===== config.mk =====
export PLATFORM = sky130hd
export DESIGN_NAME = pcsr_status
export DESIGN_NICKNAME = d
export VERILOG_FILES = /design/src/pcsr_pkg.sv /design/src/pcsr_status.sv
export VERILOG_INCLUDE_DIRS = /design/src
export SDC_FILE = /design/constraint.sdc
export NUM_CORES = 1
export LEC_CHECK = 0
export ABC_CLOCK_PERIOD_IN_PS = 800
export BUFFER_PORTS_ARGS = -buffer_cell sky130_fd_sc_hd__buf_2
export CORE_ASPECT_RATIO = 0.6
export CORE_UTILIZATION = 34
export CTS_CLUSTER_SIZE = 28
export DETAILED_ROUTE_END_ITERATION = 16
export HOLD_SLACK_MARGIN = 0.03
export PLACE_DENSITY = 0.73
export RECOVER_POWER = 25
export SYNTH_ARGS = -nofsm -noshare
export SYNTH_HDL_FRONTEND = slang
export SYNTH_SLANG_ARGS = --single-unit

===== constraint.sdc =====
create_clock -name sys_clk -period 0.8 [get_ports sys_clk]
set_input_delay 0.04 -clock sys_clk [delete_from_list [all_inputs] [get_ports sys_clk]]
set_output_delay 0.04 -clock sys_clk [all_outputs]
set_load 0.1 [all_outputs]

===== src/pcsr_params.svh =====
`ifndef PCSR_PARAMS_SVH
`define PCSR_PARAMS_SVH

// ****************************************************************
// Register map
// ****************************************************************
`define PCSR_STATUS_OFFSET 8'h06
`define PCSR_STATUS_RESET 16'h0210

// ****************************************************************
// Field positions
// ****************************************************************
`define PCSR_BIT_PARITY 15
`define PCSR_BIT_SYSERR 14
`define PCSR_BIT_MST_ABORT 13
`define PCSR_BIT_TABT_RX 12
`define PCSR_BIT_TABT_TX 11
`define PCSR_DEVSEL_HI 10
`define PCSR_DEVSEL_LO 9
`define PCSR_BIT_DPAR 8
`define PCSR_BIT_B2B 7
`define PCSR_BIT_USER_FEAT 6
`define PCSR_BIT_FAST 5
`define PCSR_BIT_CAP_LIST 4
`define PCSR_BIT_INTSTAT 3

// ****************************************************************
// Hardwired field values
// ****************************************************************
`define PCSR_DEVSEL_MEDIUM 2'h1
`define PCSR_B2B_VAL 1'h0
`define PCSR_USER_FEAT_VAL 1'h0
`define PCSR_FAST_VAL 1'h0
`define PCSR_CAP_LIST_VAL 1'h1
`define PCSR_RSVD_VAL 3'h0

`endif


===== src/pcsr_pkg.sv =====
package pcsr_pkg;

  // Single-cycle event pulses from the bus engine, same clock
  typedef struct packed {
    logic addr_parity_err;
    logic data_parity_err;
    logic perr_seen;
    logic was_master;
    logic master_abort;
    logic target_abort_rcvd;
    logic target_abort_sent;
  } pcsr_evt_s;

  // Enable bits held in the command register of this function
  typedef struct packed {
    logic int_disable;
    logic system_error_enable;
    logic parity_response_enable;
  } pcsr_cmd_s;

endpackage : pcsr_pkg


===== src/pcsr_status.sv =====
`timescale 1ns/1ps
`include "pcsr_params.svh"
module pcsr_status (
  input wire logic sys_clk,
  input wire logic arst_n,
  input wire logic cfg_wr,
  input wire logic cfg_rd,
  input wire logic [7:0] cfg_addr,
  input wire logic [1:0] cfg_be,
  input wire logic [15:0] cfg_wdata,
  input wire pcsr_pkg::pcsr_evt_s bus_evt,
  input wire pcsr_pkg::pcsr_cmd_s cmd,
  input wire logic int_condition,
  input wire logic serr_done,
  output logic [15:0] cfg_rdata_q,
  output logic serr_req_q,
  output logic int_n_q
);

  // ****************************************************************
  // Helpers
  // ****************************************************************
  // Set wins over clear so an event in the clearing cycle survives
  function automatic logic pcsr_sticky(input logic cur, input logic set,
                                       input logic clr);
    pcsr_sticky = set | (cur & ~clr);
  endfunction : pcsr_sticky

  // ****************************************************************
  // Decode
  // ****************************************************************
  logic detected_parity_flag_q;
  logic signaled_system_error_flag_q;
  logic master_abort_received_flag_q;
  logic target_abort_received_flag_q;
  logic target_abort_signaled_flag_q;
  logic master_data_parity_flag_q;
  logic int_stat_q;

  wire hit = cfg_addr == `PCSR_STATUS_OFFSET;
  wire wr_hi = cfg_wr & hit & cfg_be[1];
  // Only the high byte holds clearable bits; low byte writes do nothing
  wire [15:0] clr = wr_hi ? {cfg_wdata[15:8], 8'h00} : 16'h0000;

  wire set_par = bus_evt.addr_parity_err | bus_evt.data_parity_err;
  // Address parity reaches SERR only with both enables on
  wire serr_d = bus_evt.addr_parity_err & cmd.system_error_enable
    & cmd.parity_response_enable;
  wire set_serr = serr_req_q & cmd.system_error_enable;
  wire set_dpar = bus_evt.perr_seen & bus_evt.was_master
    & cmd.parity_response_enable;
  wire int_n_d = ~(int_condition & ~cmd.int_disable);

  wire [15:0] status_word = {
    detected_parity_flag_q,
    signaled_system_error_flag_q,
    master_abort_received_flag_q,
    target_abort_received_flag_q,
    target_abort_signaled_flag_q,
    `PCSR_DEVSEL_MEDIUM,
    master_data_parity_flag_q,
    `PCSR_B2B_VAL, `PCSR_USER_FEAT_VAL, `PCSR_FAST_VAL,
    `PCSR_CAP_LIST_VAL,
    int_stat_q,
    `PCSR_RSVD_VAL
  };

  wire [15:0] rdata_d = hit ? status_word : 16'h0000;

  // ****************************************************************
  // Sticky error flags
  // ****************************************************************
  // Only the asynchronous global reset touches these flags
  always_ff @(posedge sys_clk or negedge arst_n)
  begin
    if (!arst_n)
    begin
      detected_parity_flag_q <= 1'b0;
      signaled_system_error_flag_q <= 1'b0;
      master_abort_received_flag_q <= 1'b0;
      target_abort_received_flag_q <= 1'b0;
      target_abort_signaled_flag_q <= 1'b0;
      master_data_parity_flag_q <= 1'b0;
    end
    else
    begin
      detected_parity_flag_q <= pcsr_sticky(detected_parity_flag_q,
        set_par, clr[`PCSR_BIT_PARITY]);
      signaled_system_error_flag_q <= pcsr_sticky(
        signaled_system_error_flag_q, set_serr,
        clr[`PCSR_BIT_SYSERR]);
      master_abort_received_flag_q <= pcsr_sticky(
        master_abort_received_flag_q, bus_evt.master_abort,
        clr[`PCSR_BIT_MST_ABORT]);
      target_abort_received_flag_q <= pcsr_sticky(
        target_abort_received_flag_q, bus_evt.target_abort_rcvd,
        clr[`PCSR_BIT_TABT_RX]);
      target_abort_signaled_flag_q <= pcsr_sticky(
        target_abort_signaled_flag_q, bus_evt.target_abort_sent,
        clr[`PCSR_BIT_TABT_TX]);
      master_data_parity_flag_q <= pcsr_sticky(master_data_parity_flag_q,
        set_dpar, clr[`PCSR_BIT_DPAR]);
    end
  end

  // ****************************************************************
  // Live status, outputs and read port
  // ****************************************************************
  // SERR request holds until the bus engine reports it driven
  always_ff @(posedge sys_clk or negedge arst_n)
  begin
    if (!arst_n)
    begin
      int_stat_q <= 1'b0;
      int_n_q <= 1'b1;
      serr_req_q <= 1'b0;
      cfg_rdata_q <= 16'h0000;
    end
    else
    begin
      int_stat_q <= int_condition;
      int_n_q <= int_n_d;
      serr_req_q <= serr_d | (serr_req_q & ~serr_done);
      if (cfg_rd)
        cfg_rdata_q <= rdata_d;
    end
  end
endmodule : pcsr_status


# Word level (Yosys, flattened, before mapping)
# Index checks and enable logic that the tools add are counted.
# totals
inputBits	42
reg_bits	25
# op_classes
eq_ne	1
bitwise	32
mux	2
# ops
operator	n
16-bit 2-to-1 mux	2
1-bit AND	15
1-bit inverter	9
8-bit by 3-bit equality test with 1-bit output, second input constant	1
1-bit bitwise OR	8

# Depth between registers and ports, before layout
# Gate-level depths: netlist (run 1).
# depth
depth_word	7
depth_mapped	4

# Worst setup path before layout (run 1)
# OpenSTA, ideal clock, no wires.
# synth_timing
kind	reg2out
startpoint	reg cfg_rdata_q[9]
endpoint	out cfg_rdata_q[9]
required_time_ns	0.760
path_stages_with_launch	2
arrival_time_ns	1.340
path_buffers	1
setup_slack_ns	-0.580
path_cell_list	dfrtp_1 > buf_4
# synth_rtl
element	line_no	source
start, declared	pcsr_status.sv:15	output logic [15:0] cfg_rdata_q,
start signal, assigned	pcsr_status.sv:125	cfg_rdata_q <= rdata_d;
# No word-level cell between the ends.

# Worst setup path in the final report (run 1)
# layout_timing
startpoint	reg int_n_q
endpoint	out int_n_q
# layout_rtl
element	line_no	source
start, declared	pcsr_status.sv:17	output logic int_n_q
start signal, assigned	pcsr_status.sv:122	int_n_q <= int_n_d;
# No word-level cell between the ends.

==> results.md, run 1 <==
* Share of post-route cells with drive strength above 1 at between 60 and 70%
* Startpoint of the lowest-slack register-to-register path: cfg_rdata_q[9]
* Final period utilization at 135%
* Worst-Skew Late Latency at ~0.26 ns
* Switching part of the total power at between 30% and 40%
* Final layout net count at around 180
* Fraction of power consumed by the clock network at 32.8%
* ANT nets after route at 0
* Yosys Warn Count at 0
* Data arrival time of the worst path at 1.04 ns
* Least setup slack across all paths after layout at -0.281 ns
* Post-synth top cells: 16 x sky130_fd_sc_hd__dfrtp_1, 9 x sky130_fd_sc_hd__nand2_1, 8 x sky130_fd_sc_hd__buf_4, 8 x sky130_fd_sc_hd__inv_1, 7 x sky130_fd_sc_hd__o22ai_1
* Number of top-level pins at 60
* Part of the Yosys area used for sequential elements at ~54%
* Distinct cell type count after synthesis at 20
* Maximum clock insertion buffer count at 2
* Global Route Usage Sum at between 10% and 20%
* Final setup violation count at 21
* Chain of cells forming the critical path: buf_12
* Startpoint types: flop
* Post-detail-place hpwl at 1.50 mm
* Core utilization of the finished layout at between 60% and 70%
* GP Congestion at between 0.6 and 0.7
* Final number of hold-violating endpoints at 0
* Category of cells accounting for the largest share of critical-path delay: flip-flops
* Kind of end point of the critical path: output pin
* Via density per instance at roughly 4.6
* Residual DRC count at 0
* Via count at ~760
* Avg WL per Cell at 14.3 µm
* Wire length after detailed routing at roughly 2.4 mm
* Cell type with the highest aggregate area in the netlist: sky130_fd_sc_hd__dfrtp_1
* Buffer type at the clock tree root: sky130_fd_sc_hd__clkbuf_8
* Number of global-route vias before repair at 747
* Number of enable flip-flop cells after synthesis at 0
* Max Cap Viol at 0
* Port bufs at 41
* Number of H-tree levels at 1
* Hold wc startpoint: bus_evt[1]
* Unrepaired setup endpoints after global routing: true
* Remaining global-route overflow at 0
* Final period demand of the worst path at between 1 and 1.5 ns
* Path type of the worst min-delay path: in -> reg
* Count of inserted antenna diode cells at 0
* Pin count of the biggest net entering global routing at 18
* Run status: finished, violations left
* CTS tree: done
* Top cells by area, synth: sky130_fd_sc_hd__dfrtp_1 51%, sky130_fd_sc_hd__buf_4 7.7%, sky130_fd_sc_hd__o22ai_1 5.6%, sky130_fd_sc_hd__nand2_1 4.3%, sky130_fd_sc_hd__a21oi_1 3.8%
* Count of standard-cell rows at 13
* Area of the die at between 2000 and 3000 µm²
* Leakage at ~0.62 nW
* Number of slew-limit violations in the final report at 0
* Crit path buf inv count at 1
* Die Y at roughly 39 µm
* Share of total power in combinational logic at a little under a quarter
* Worst vdd rail ir drop at between 0.0004 and 0.0005 V
* Violated checks: negative setup slack
* CTS buffer count at 3
* Critical Setup Path Class: reg -> out
* Worst hold path stage count at 3
* Highest attainable clock frequency at approximately 900 MHz
* Antenna violations before repair at 0
* Synthesized flop and latch total at 17
* Avg Synthesized Cell Area at ~10 µm²
* End point of the worst hold path: target_abort_received_flag_q
* Most used flip-flop cell after synthesis: sky130_fd_sc_hd__dfrtp_1
* Layout-stage area growth over the synthesis result at 85.3%
* Starting density of the core at 36.3%
* Synth Cell Area at around 780 µm²
* Core area at about 2200 µm²
* Crit path max-delay cell type: sky130_fd_sc_hd__dfstp_4
* Stage delay of the slowest cell on the critical path at about 0.62 ns
* Horizontal die dimension at 64.0 µm
* Wire length of the first global-routing pass at about 3.5 mm
* Sw power at ~0.00063 W
* Clock Sinks at 17
* Worst reg2reg endpoint: cfg_rdata_q[9]
* Cell with the most instances after synthesis: sky130_fd_sc_hd__dfrtp_1
* Total power per unit cell area at about 1400 nW/µm²
* Clk_skew at about 0.007 ns
* Cells after synthesis at 78
* Maximum fanout count along the critical path at 1
* Total internal power at ~0.0014 W
* Req. time, crit path at ~0.76 ns
* Sequential cell fraction of total power at roughly 44%
* Share of the synthesized area in the top cell type at around half
* Setup slack of the most critical reg-to-reg path at -0.18 ns
* Synth async-reset ratio at 100%
* 1st-iter DRT viols at 20
* Drt first pass iters at 4
* Inst Count DP at between 100 and 150
* Clock slew seen by the registers of the worst setup and hold paths at roughly 0.07 ns
* Depth of the worst register-to-register path at 2
* Filler-free cell count of the finished design at approximately 170
-- cells in the final DEF (no fill, tap or decap), drive strengths merged --
cell type | synthesis | routed
buf | 9 | 49
dfrtp | 16 | 16
nand2 | 9 | 9
inv | 8 | 7
conb | 1 | 7
o22ai | 7 | 7
dlygate4sd3 | 0 | 6
a21oi | 6 | 6
clkbuf | 1 | 5
a31oi | 4 | 4
nor3b | 3 | 3
nor2 | 3 | 3
nor4b | 2 | 2
nand3 | 2 | 2
nor3 | 2 | 2
nand2b | 1 | 1
and2 | 1 | 1
clkinv | 0 | 1
o21ai | 1 | 1
mux2 | 1 | 1
clkinvlp | 0 | 1
dfstp | 1 | 1
-- per-layer routing --
| metal | track usage [%] | up-vias | share of wire (%) | wire length [µm] |
|---|---|---|---|---|
| li1 | - | 363 | - | - |
| met1 | 21.0 | 357 | 40 | 947 |
| met2 | 39.6 | 38 | 51 | 1200 |
| met5 | 0 | - | 0 | 0 |
| met4 | 3.41 | 0 | 1.9 | 44 |
| met3 | 5.59 | 4 | 6.9 | 162 |
-- kinds of logic (layout without fill, tap and decap cells) --
family | after synthesis | in the layout | synth area share (%)
buffers and inverters | 18 | 69 | 13.4
flip-flops | 17 | 17 | 54.4
multiplexers | 1 | 1 | 1.91
AND/OR/NAND/NOR | 23 | 23 | 16.6
AO/OA/AOI/OAI | 18 | 18 | 13.2
other | 1 | 7 | 0.478
-- cell type report --
cell class / instances / area (µm²)
Inverter: 8 / 35.0
Sequential cell: 17 / 464
Clock inverter: 1 / 7.51
Multi-Input combinational cell: 49 / 318
Timing Repair Buffer: 57 / 551
Tap cell: 30 / 37.5
Fill cell: 153 / 709
Clock buffer: 3 / 41.3
-- metrics by stage --
stage	TNS (ns)	area, µm²	hold WS, ns	setup slack [ns]	total power, W
global route	-3.30	1450	0.0657	-0.297	0.00207
global placement	-1.72	1190	-0.0312	-0.174	0.00130
CTS	-2.74	1390	0.0332	-0.289	0.00201
floorplan	-1.12	852	-0.256	-0.230	0.00118
detailed placement	-2.65	1190	-0.0247	-0.243	0.00130
finish	-2.94	1450	0.0435	-0.281	0.00200
-- registers in the layout, indices dropped and copies added, names as in the netlist --
name / count
master_data_parity_flag_q: 1
master_abort_received_flag_q: 1
cfg_rdata_q: 8
int_stat_q: 1
detected_parity_flag_q: 1
target_abort_signaled_flag_q: 1
serr_req_q: 1
target_abort_received_flag_q: 1
int_n_q: 1
signaled_system_error_flag_q: 1
-- power groups by stage --
stage	Sequential (W)	Clock [W]	Combinational, W
2_1_floorplan	0.000966	0	0.000215
3_3_place_gp	0.000909	0	0.000390
3_5_place_dp	0.000911	0	0.000394
4_1_cts	0.000890	0.000674	0.000442
5_1_grt	0.000891	0.000702	0.000480
6_report	0.000890	0.000657	0.000457
-- worst max path at each step --
| stage | slack [ns] | end | start | cells past startpoint |
|---|---|---|---|---|
| 6_report | -0.28 | int_n_q | int_n_q | 1 |
| 5_1_grt | -0.30 | cfg_rdata_q[9] | cfg_rdata_q[9] | 2 |
| 4_1_cts | -0.29 | int_n_q | int_n_q | 1 |
| 3_5_place_dp | -0.24 | cfg_rdata_q[9] | cfg_addr[0] | 4 |
| 3_3_place_gp | -0.17 | cfg_rdata_q[9] | cfg_addr[7] | 4 |
| 2_1_floorplan | -0.23 | cfg_rdata_q[9] | cfg_rdata_q[9] | 1 |
-- timing repair --
action,CTS,global route
hold endpoints to repair,22,0
hold buffers,6,0
setup buffers,7,2
endpoints found under the setup margin,14,22
resized for setup,8,9
pin swaps,0,2
(Power assumes the default switching activity.)
==> run 2, diff against run 1 <==
CELL_PAD_IN_SITES_DETAIL_PLACEMENT = 0   (was default)
CELL_PAD_IN_SITES_GLOBAL_PLACEMENT = 1   (was default)
CORE_MARGIN = 2   (was default)
CORE_UTILIZATION = 24   (was 34)
PLACE_DENSITY = default   (was 0.73)
PLACE_DENSITY_LB_ADDON = 0.1   (was default)
==> run 2 against run 1 <==
The flow still finishes with violations (negative setup slack). Global-route usage fell by 8.8 points. Sequential share of layout area fell by 0.082 points. Clock skew fell by 0.0044 ns. Clock power fell by 5.2%. Maximum frequency rose by 0.83%. Worst setup slack improved by 0.0089 ns. Critical path type unchanged.
==> results.md, run 2 (same netlist as run 1, synthesis figures left out) <==
* Origin of the worst setup path: int_n_q
* Clk_skew at 0.00237 ns (-0.00445 ns)
* Largest register FFs at 8 (unchanged)
* Maximum clock insertion buffer count at 2 (unchanged)
* Port bufs at 41 (unchanged)
* Drt first pass iters at 2 (-2)
* Switching part of the total power at 29.8% (-1.5 points)
* GP Congestion at 0.669 (-1.3%)
* Global Route Usage Sum at 10.7% (-8.8 points)
* Clock Sinks at 17 (unchanged)
* Area of the die at 3760 µm² (+50%)
* Worst hold path stage count at 3 (unchanged)
* Final layout net count at 178 (unchanged)
* Data arrival time of the worst path at 1.03 ns (about the same)
* Worst-Skew Late Latency at 0.25 ns (about the same)
* Critical Setup Path Class: reg -> out
* Core utilization of the finished layout at 45.8% (-21 points)
* Inst Count DP at 161 (+10%)
* Path type of the worst min-delay path: in -> reg
* Number of top-level pins at 60 (unchanged)
* Total internal power at 0.00138 W (about the same)
* Violated checks: negative setup slack
* Antenna violations before repair at 0 (unchanged)
* Final period demand of the worst path at 1.07 ns (-0.00890 ns)
* Number of global-route vias before repair at 659 (-12%)
* Count of inserted antenna diode cells at 0 (unchanged)
* Filler-free cell count of the finished design at 180 (+9.1%)
* Maximum fanout count along the critical path at 1 (unchanged)
* CTS buffer count at 3 (unchanged)
* Share of post-route cells with drive strength above 1 at 62.2% (unchanged)
* Number of slew-limit violations in the final report at 0 (unchanged)
* Req. time, crit path at 0.76 ns (about the same)
* Wire length of the first global-routing pass at 3.04 mm (-13%)
* Total power per unit cell area at 1350 nW/µm² (-2.4%)
* Depth of the worst register-to-register path at 3 (+1)
* Remaining global-route overflow at 0 (unchanged)
* Footprint of the multi-input gates at 319 µm² (+0.39%)
* Unrepaired setup endpoints after global routing: true
* Die Y at 48.3 µm (+23%)
* Startpoint of the lowest-slack register-to-register path: serr_req_q
* Leakage at 0.621 nW (+0.12%)
* Clock slew seen by the registers of the worst setup and hold paths at 0.06 ns (about the same)
* Fraction of power consumed by the clock network at 31.8% (-1.0 points)
* Share of total power in combinational logic at 22.7% (about the same)
* Final period utilization at 134% (-1.1 points)
* Run status: finished, violations left
* Buffer type at the clock tree root: sky130_fd_sc_hd__clkbuf_8
* Least setup slack across all paths after layout at -0.272 ns (+0.00890 ns)
* Sw power at 0.000585 W (-7.0%)
* Biggest register: cfg_rdata_q
* Hold wc startpoint: bus_evt[0]
* Residual DRC count at 0 (unchanged)
* Leading cell type in the layout, fill and taps excluded: sky130_fd_sc_hd__buf_2
* Chain of cells forming the critical path: buf_12
* Worst vdd rail ir drop at 0.000659 V (+33%)
* Layout-stage area growth over the synthesis result at 85.8%
* Logic depth of the worst setup path including buffers at 1 (unchanged)
* Number of fill cells at 308 (+100%)
* Max Cap Viol at 0 (unchanged)
* Avg WL per Cell at 10.6 µm (-26%)
* 1st-iter DRT viols at 27 (+35%)
* Sequential cell fraction of total power at 45.5% (+1.1 points)
* Crit path max-delay cell type: sky130_fd_sc_hd__dfstp_4
* Commonest non-fill, non-tap cells in the layout: 28 x sky130_fd_sc_hd__buf_2, 11 x sky130_fd_sc_hd__buf_12, 10 x sky130_fd_sc_hd__buf_6, 9 x sky130_fd_sc_hd__nand2_1, 9 x sky130_fd_sc_hd__dfrtp_4
* Final setup violation count at 21 (unchanged)
* Number of H-tree levels at 1 (unchanged)
* Crit path buf inv count at 1 (unchanged)
* Wire length after detailed routing at 1.90 mm (-19%)
* Post-detail-place hpwl at 1.43 mm (-4.7%)
* Category of cells accounting for the largest share of critical-path delay: flip-flops
* CTS tree: done
* Highest attainable clock frequency at 933 MHz (+0.83%)
* Via density per instance at 3.97 (-14%)
* ANT nets after route at 0 (unchanged)
* Count of standard-cell rows at 16 (+3)
* Core area at 3180 µm² (+47%)
* Starting density of the core at 24.6% (-12 points)
* Horizontal die dimension at 77.8 µm (+22%)
* Footprint of the flip-flops and latches at 464 µm² (unchanged)
* Final number of hold-violating endpoints at 0 (unchanged)
* Stage delay of the slowest cell on the critical path at 0.62 ns (about the same)
* Via count at 714 (-6.3%)
* Kind of end point of the critical path: output pin
* Pin count of the biggest net entering global routing at 18 (unchanged)
* Startpoint types: flop
## run 2: cell count changes in the layout (fill, tap and decap cells not counted), sizes merged
cell | previous run | this run
clkbuf | 5 | 6
clkinv | 1 | 0
clkinvlp | 1 | 0
inv | 7 | 8
## run 2: layout make-up
type	count	area share, %
well taps	45	3.86
repair buffers	57	37.3
clock buffers	4	3.09
inverters	8	2.06
multi-input cells	49	21.9
flip-flops and latches	17	31.8
## run 2: path summary, 6_finish.rpt
path                                                 to  slack (ns)
max                                             int_n_q       -0.27
min                        target_abort_signaled_flag_q        0.05
max reg2reg                signaled_system_error_flag_q       -0.10
min reg2reg                              cfg_rdata_q[3]        0.50
max in group asynchronous                cfg_rdata_q[9]        0.21
min in group asynchronous                    int_stat_q        0.26
## run 2: per-layer routing
| layer | vias up | track usage, % | wire, µm |
|---|---|---|---|
| li1 | 367 | - | - |
| met1 | 320 | 15.0 | 976 |
| met2 | 27 | 16.7 | 799 |
| met3 | 0 | 4.07 | 128 |
| met4 | 0 | 1.07 | 0 |
| met5 | - | 0 | 0 |
## run 2: what timing repair did
item / in CTS / in global routing
pin swaps: 0 / 1
setup endpoints to repair: 13 / 22
gates resized for setup: 8 / 9
hold endpoints to repair: 22 / 0
hold buffers: 6 / 0
setup buffers: 7 / 2
## run 2: stage by stage
step / setup slack (ns) / total power, W / hold slack, ns / instance area [µm²] / setup TNS [ns]
3_3_place_gp: -0.210 / 0.00130 / -0.0134 / 1210 / -2.41
4_1_cts: -0.282 / 0.00197 / 0.0493 / 1400 / -2.50
2_1_floorplan: -0.230 / 0.00118 / -0.256 / 852 / -1.12
5_1_grt: -0.299 / 0.00205 / 0.0614 / 1460 / -2.96
3_5_place_dp: -0.238 / 0.00131 / -0.0126 / 1210 / -2.59
6_report: -0.272 / 0.00196 / 0.0530 / 1460 / -2.48
## run 2: tightest hold or removal path, cell delays in order
cell                      delay (ns)
sky130_fd_sc_hd__buf_2          0.10
sky130_fd_sc_hd__nor2_1         0.07
sky130_fd_sc_hd__a21oi_1        0.04
## run 2: power groups by stage
stage / Clock [W] / Combinational (W) / Sequential, W
floorplan: 0 / 0.000215 / 0.000966
global placement: 0 / 0.000394 / 0.000910
detailed placement: 0 / 0.000396 / 0.000910
CTS: 0.000652 / 0.000422 / 0.000893
global route: 0.000686 / 0.000474 / 0.000893
finish: 0.000623 / 0.000445 / 0.000892
==> run 3, diff against run 2 <==
ABC_AREA = 0   (was default)
CORE_ASPECT_RATIO = default   (was 0.6)
==> run 3 against run 2 <==
Non-clock buffer count increased by 5. The flow still finishes with violations (negative setup slack). Critical endpoint unchanged. Critical path type unchanged. Maximum frequency is 4.2% lower. Worst setup slack worse by 0.047 ns. Global-route usage is 0.46 points higher. Clock power decreased by 27%. Sequential cell count did not move. Utilization grew 3.6 points. Clock skew up 0.00088 ns. Largest power group unchanged. Worst hold slack got worse by 0.010 ns.
==> results.md, run 3 (same netlist as run 1, synthesis figures left out) <==
* Die Y at 61.2 µm (+27%)
* Met2 Use GR at 17.8% (+1.1 points)
* Wire length of the first global-routing pass at 3.08 mm (+1.2%)
* Met1 track demand over resource at 14.2% (-0.76 points)
* Count of standard-cell rows at 20 (+4)
* Kind of end point of the critical path: output pin
* Max Cap Viol at 0 (unchanged)
* Unrepaired setup endpoints after global routing: true
* Area of the die at 3740 µm² (-0.39%)
* Worst vdd rail ir drop at 0.000462 V (-30%)
* Biggest register: cfg_rdata_q
* Category of cells accounting for the largest share of critical-path delay: flip-flops
* Drt first pass iters at 3 (+1)
* Avg WL per Cell at 10.6 µm (about the same)
* Maximum clock insertion buffer count at 2 (unchanged)
* Leakage at 0.638 nW (+2.8%)
* Crit path buf inv count at 1 (unchanged)
* Worst-Skew Late Latency at 0.28 ns (+0.03 ns)
* Via density per instance at 4.09 (+3.0%)
* Remaining global-route overflow at 0 (unchanged)
* Met3 demand-to-capacity share in global routing at 3.36% (-0.71 points)
* Number of fill cells at 301 (-2.3%)
* Antenna violations before repair at 0 (unchanged)
* Req. time, crit path at 0.76 ns (about the same)
* Residual DRC count at 0 (unchanged)
* ANT nets after route at 0 (unchanged)
* Final setup violation count at 21 (unchanged)
* Via count at 752 (+5.3%)
* 1st-iter DRT viols at 2 (-93%)
* Buffer type at the clock tree root: sky130_fd_sc_hd__clkbuf_4
* Wire length after detailed routing at 1.94 mm (+2.2%)
* Least setup slack across all paths after layout at -0.320 ns (-0.0474 ns)
* CTS buffer count at 3 (unchanged)
* Critical Setup Path Class: reg -> out
* Starting density of the core at 25.5% (+0.84 points)
* Number of H-tree levels at 1 (unchanged)
* Startpoint types: flop
* GP Congestion at 0.662 (-1.0%)
* Share of post-route cells with drive strength above 1 at 62.1% (-0.079 points)
* Number of global-route vias before repair at 706 (+7.1%)
* Most used routing layer: met2
* Clk_skew at 0.00325 ns (+0.000884 ns)
* Clock slew seen by the registers of the worst setup and hold paths at 0.10 ns (+0.04 ns)
* Highest attainable clock frequency at 893 MHz (-4.2%)
* Pin count of the biggest net entering global routing at 18 (unchanged)
* Violated checks: negative setup slack
* Data arrival time of the worst path at 1.08 ns (+0.05 ns)
* Clock Sinks at 17 (unchanged)
* Commonest non-fill, non-tap cells in the layout: 27 x sky130_fd_sc_hd__buf_2, 12 x sky130_fd_sc_hd__dlygate4sd3_1, 11 x sky130_fd_sc_hd__buf_12, 10 x sky130_fd_sc_hd__buf_6
* Number of top-level pins at 60 (unchanged)
* Final number of hold-violating endpoints at 0 (unchanged)
* Chain of cells forming the critical path: buf_12
* Largest register FFs at 8 (unchanged)
* Footprint of the flip-flops and latches at 464 µm² (unchanged)
* Maximum fanout count along the critical path at 1 (unchanged)
* Run status: finished, violations left
* Count of inserted antenna diode cells at 0 (unchanged)
* Number of slew-limit violations in the final report at 0 (unchanged)
* Leading cell type in the layout, fill and taps excluded: sky130_fd_sc_hd__buf_2
* Core utilization of the finished layout at 49.3% (+3.6 points)
* Final setup TNS at -3.17 ns (-0.696 ns)
* Port bufs at 41 (unchanged)
* Global Route Usage Sum at 11.2% (+0.46 points)
* Final layout net count at 183 (+2.8%)
* Path type of the worst min-delay path: in -> reg
* Crit path max-delay cell type: sky130_fd_sc_hd__dfstp_4
* Total power per unit cell area at 1190 nW/µm² (-11%)
* Layout-stage area growth over the synthesis result at 93.6%
* Core area at 3080 µm² (-3.3%)
* Final period utilization at 140% (+5.9 points)
* CTS tree: done
* Post-detail-place hpwl at 1.38 mm (-3.5%)
* Horizontal die dimension at 61.2 µm (-21%)
* Final period demand of the worst path at 1.12 ns (+0.0474 ns)
* Stage delay of the slowest cell on the critical path at 0.63 ns (about the same)
* Footprint of the multi-input gates at 347 µm² (+8.6%)
run 3: changes by cell type in the layout (fill, tap and decap cells not counted), sizes merged:
| cell | change |
|---|---|
| dlygate4sd3 | +6 |
| buf | -1 |
run 3: final timing paths:
check / startpoint / to / slack (ns) / cells past startpoint
worst min-delay path: bus_evt[3] / master_data_parity_flag_q / 0.04 / 3
min in group asynchronous: arst_n / cfg_rdata_q[11] / 0.23 / 2
worst max-delay path: int_n_q / int_n_q / -0.32 / 1
max in group asynchronous: arst_n / serr_req_q / 0.24 / 2
worst max register to register: cfg_rdata_q[9] / cfg_rdata_q[9] / -0.17 / 2
worst min register to register: int_stat_q / cfg_rdata_q[3] / 0.52 / 2
run 3: metrics by stage:
stage | power (W) | hold slack, ns | worst slack, ns | cells | cell area (µm²)
3_3_place_gp | 0.00130 | -0.0117 | -0.221 | 160 | 1210
5_1_grt | 0.00190 | 0.0609 | -0.351 | 184 | 1520
2_1_floorplan | 0.00118 | -0.256 | -0.230 | 84 | 852
3_5_place_dp | 0.00131 | -0.0114 | -0.250 | 160 | 1210
6_report | 0.00181 | 0.0426 | -0.320 | 184 | 1520
4_1_cts | 0.00183 | 0.0373 | -0.339 | 185 | 1460
run 3: layout make-up:
class	count	share of cell area (%)
tap	44	3.62
inverter	8	1.98
timing repair buffer	62	39.3
clock buffer	4	1.73
multi-input combinational	49	22.8
sequential	17	30.6
run 3: repair_timing:
action,CTS,global route
resized for setup,10,14
setup buffers,9,2
hold buffers,12,0
pin swaps,0,2
hold endpoints to repair,25,0
setup endpoints to repair,13,26
cloned,0,0
run 3: layer usage:
metal	share of wire, %	wire length, µm	vias up
met2	49	960	23
met3	5.4	105	2
met5	0	0	-
met4	0.62	12	0
met1	45	866	354
li1	-	-	373
run 3: power by group:
part	switching (W)	total, W	internal [W]
registers	0.0000105	0.000887	0.000877
logic	0.000311	0.000469	0.000158
clock network	0.000259	0.000453	0.000193
total	0.000581	0.00181	0.00123
run 3: worst min-delay path: cells and delay by family:
| family | cells | cell delay [ns] |
|---|---|---|
| AOI/OAI and AO/OA | 2 | 0.16 |
| buffers and inverters | 1 | 0.09 |
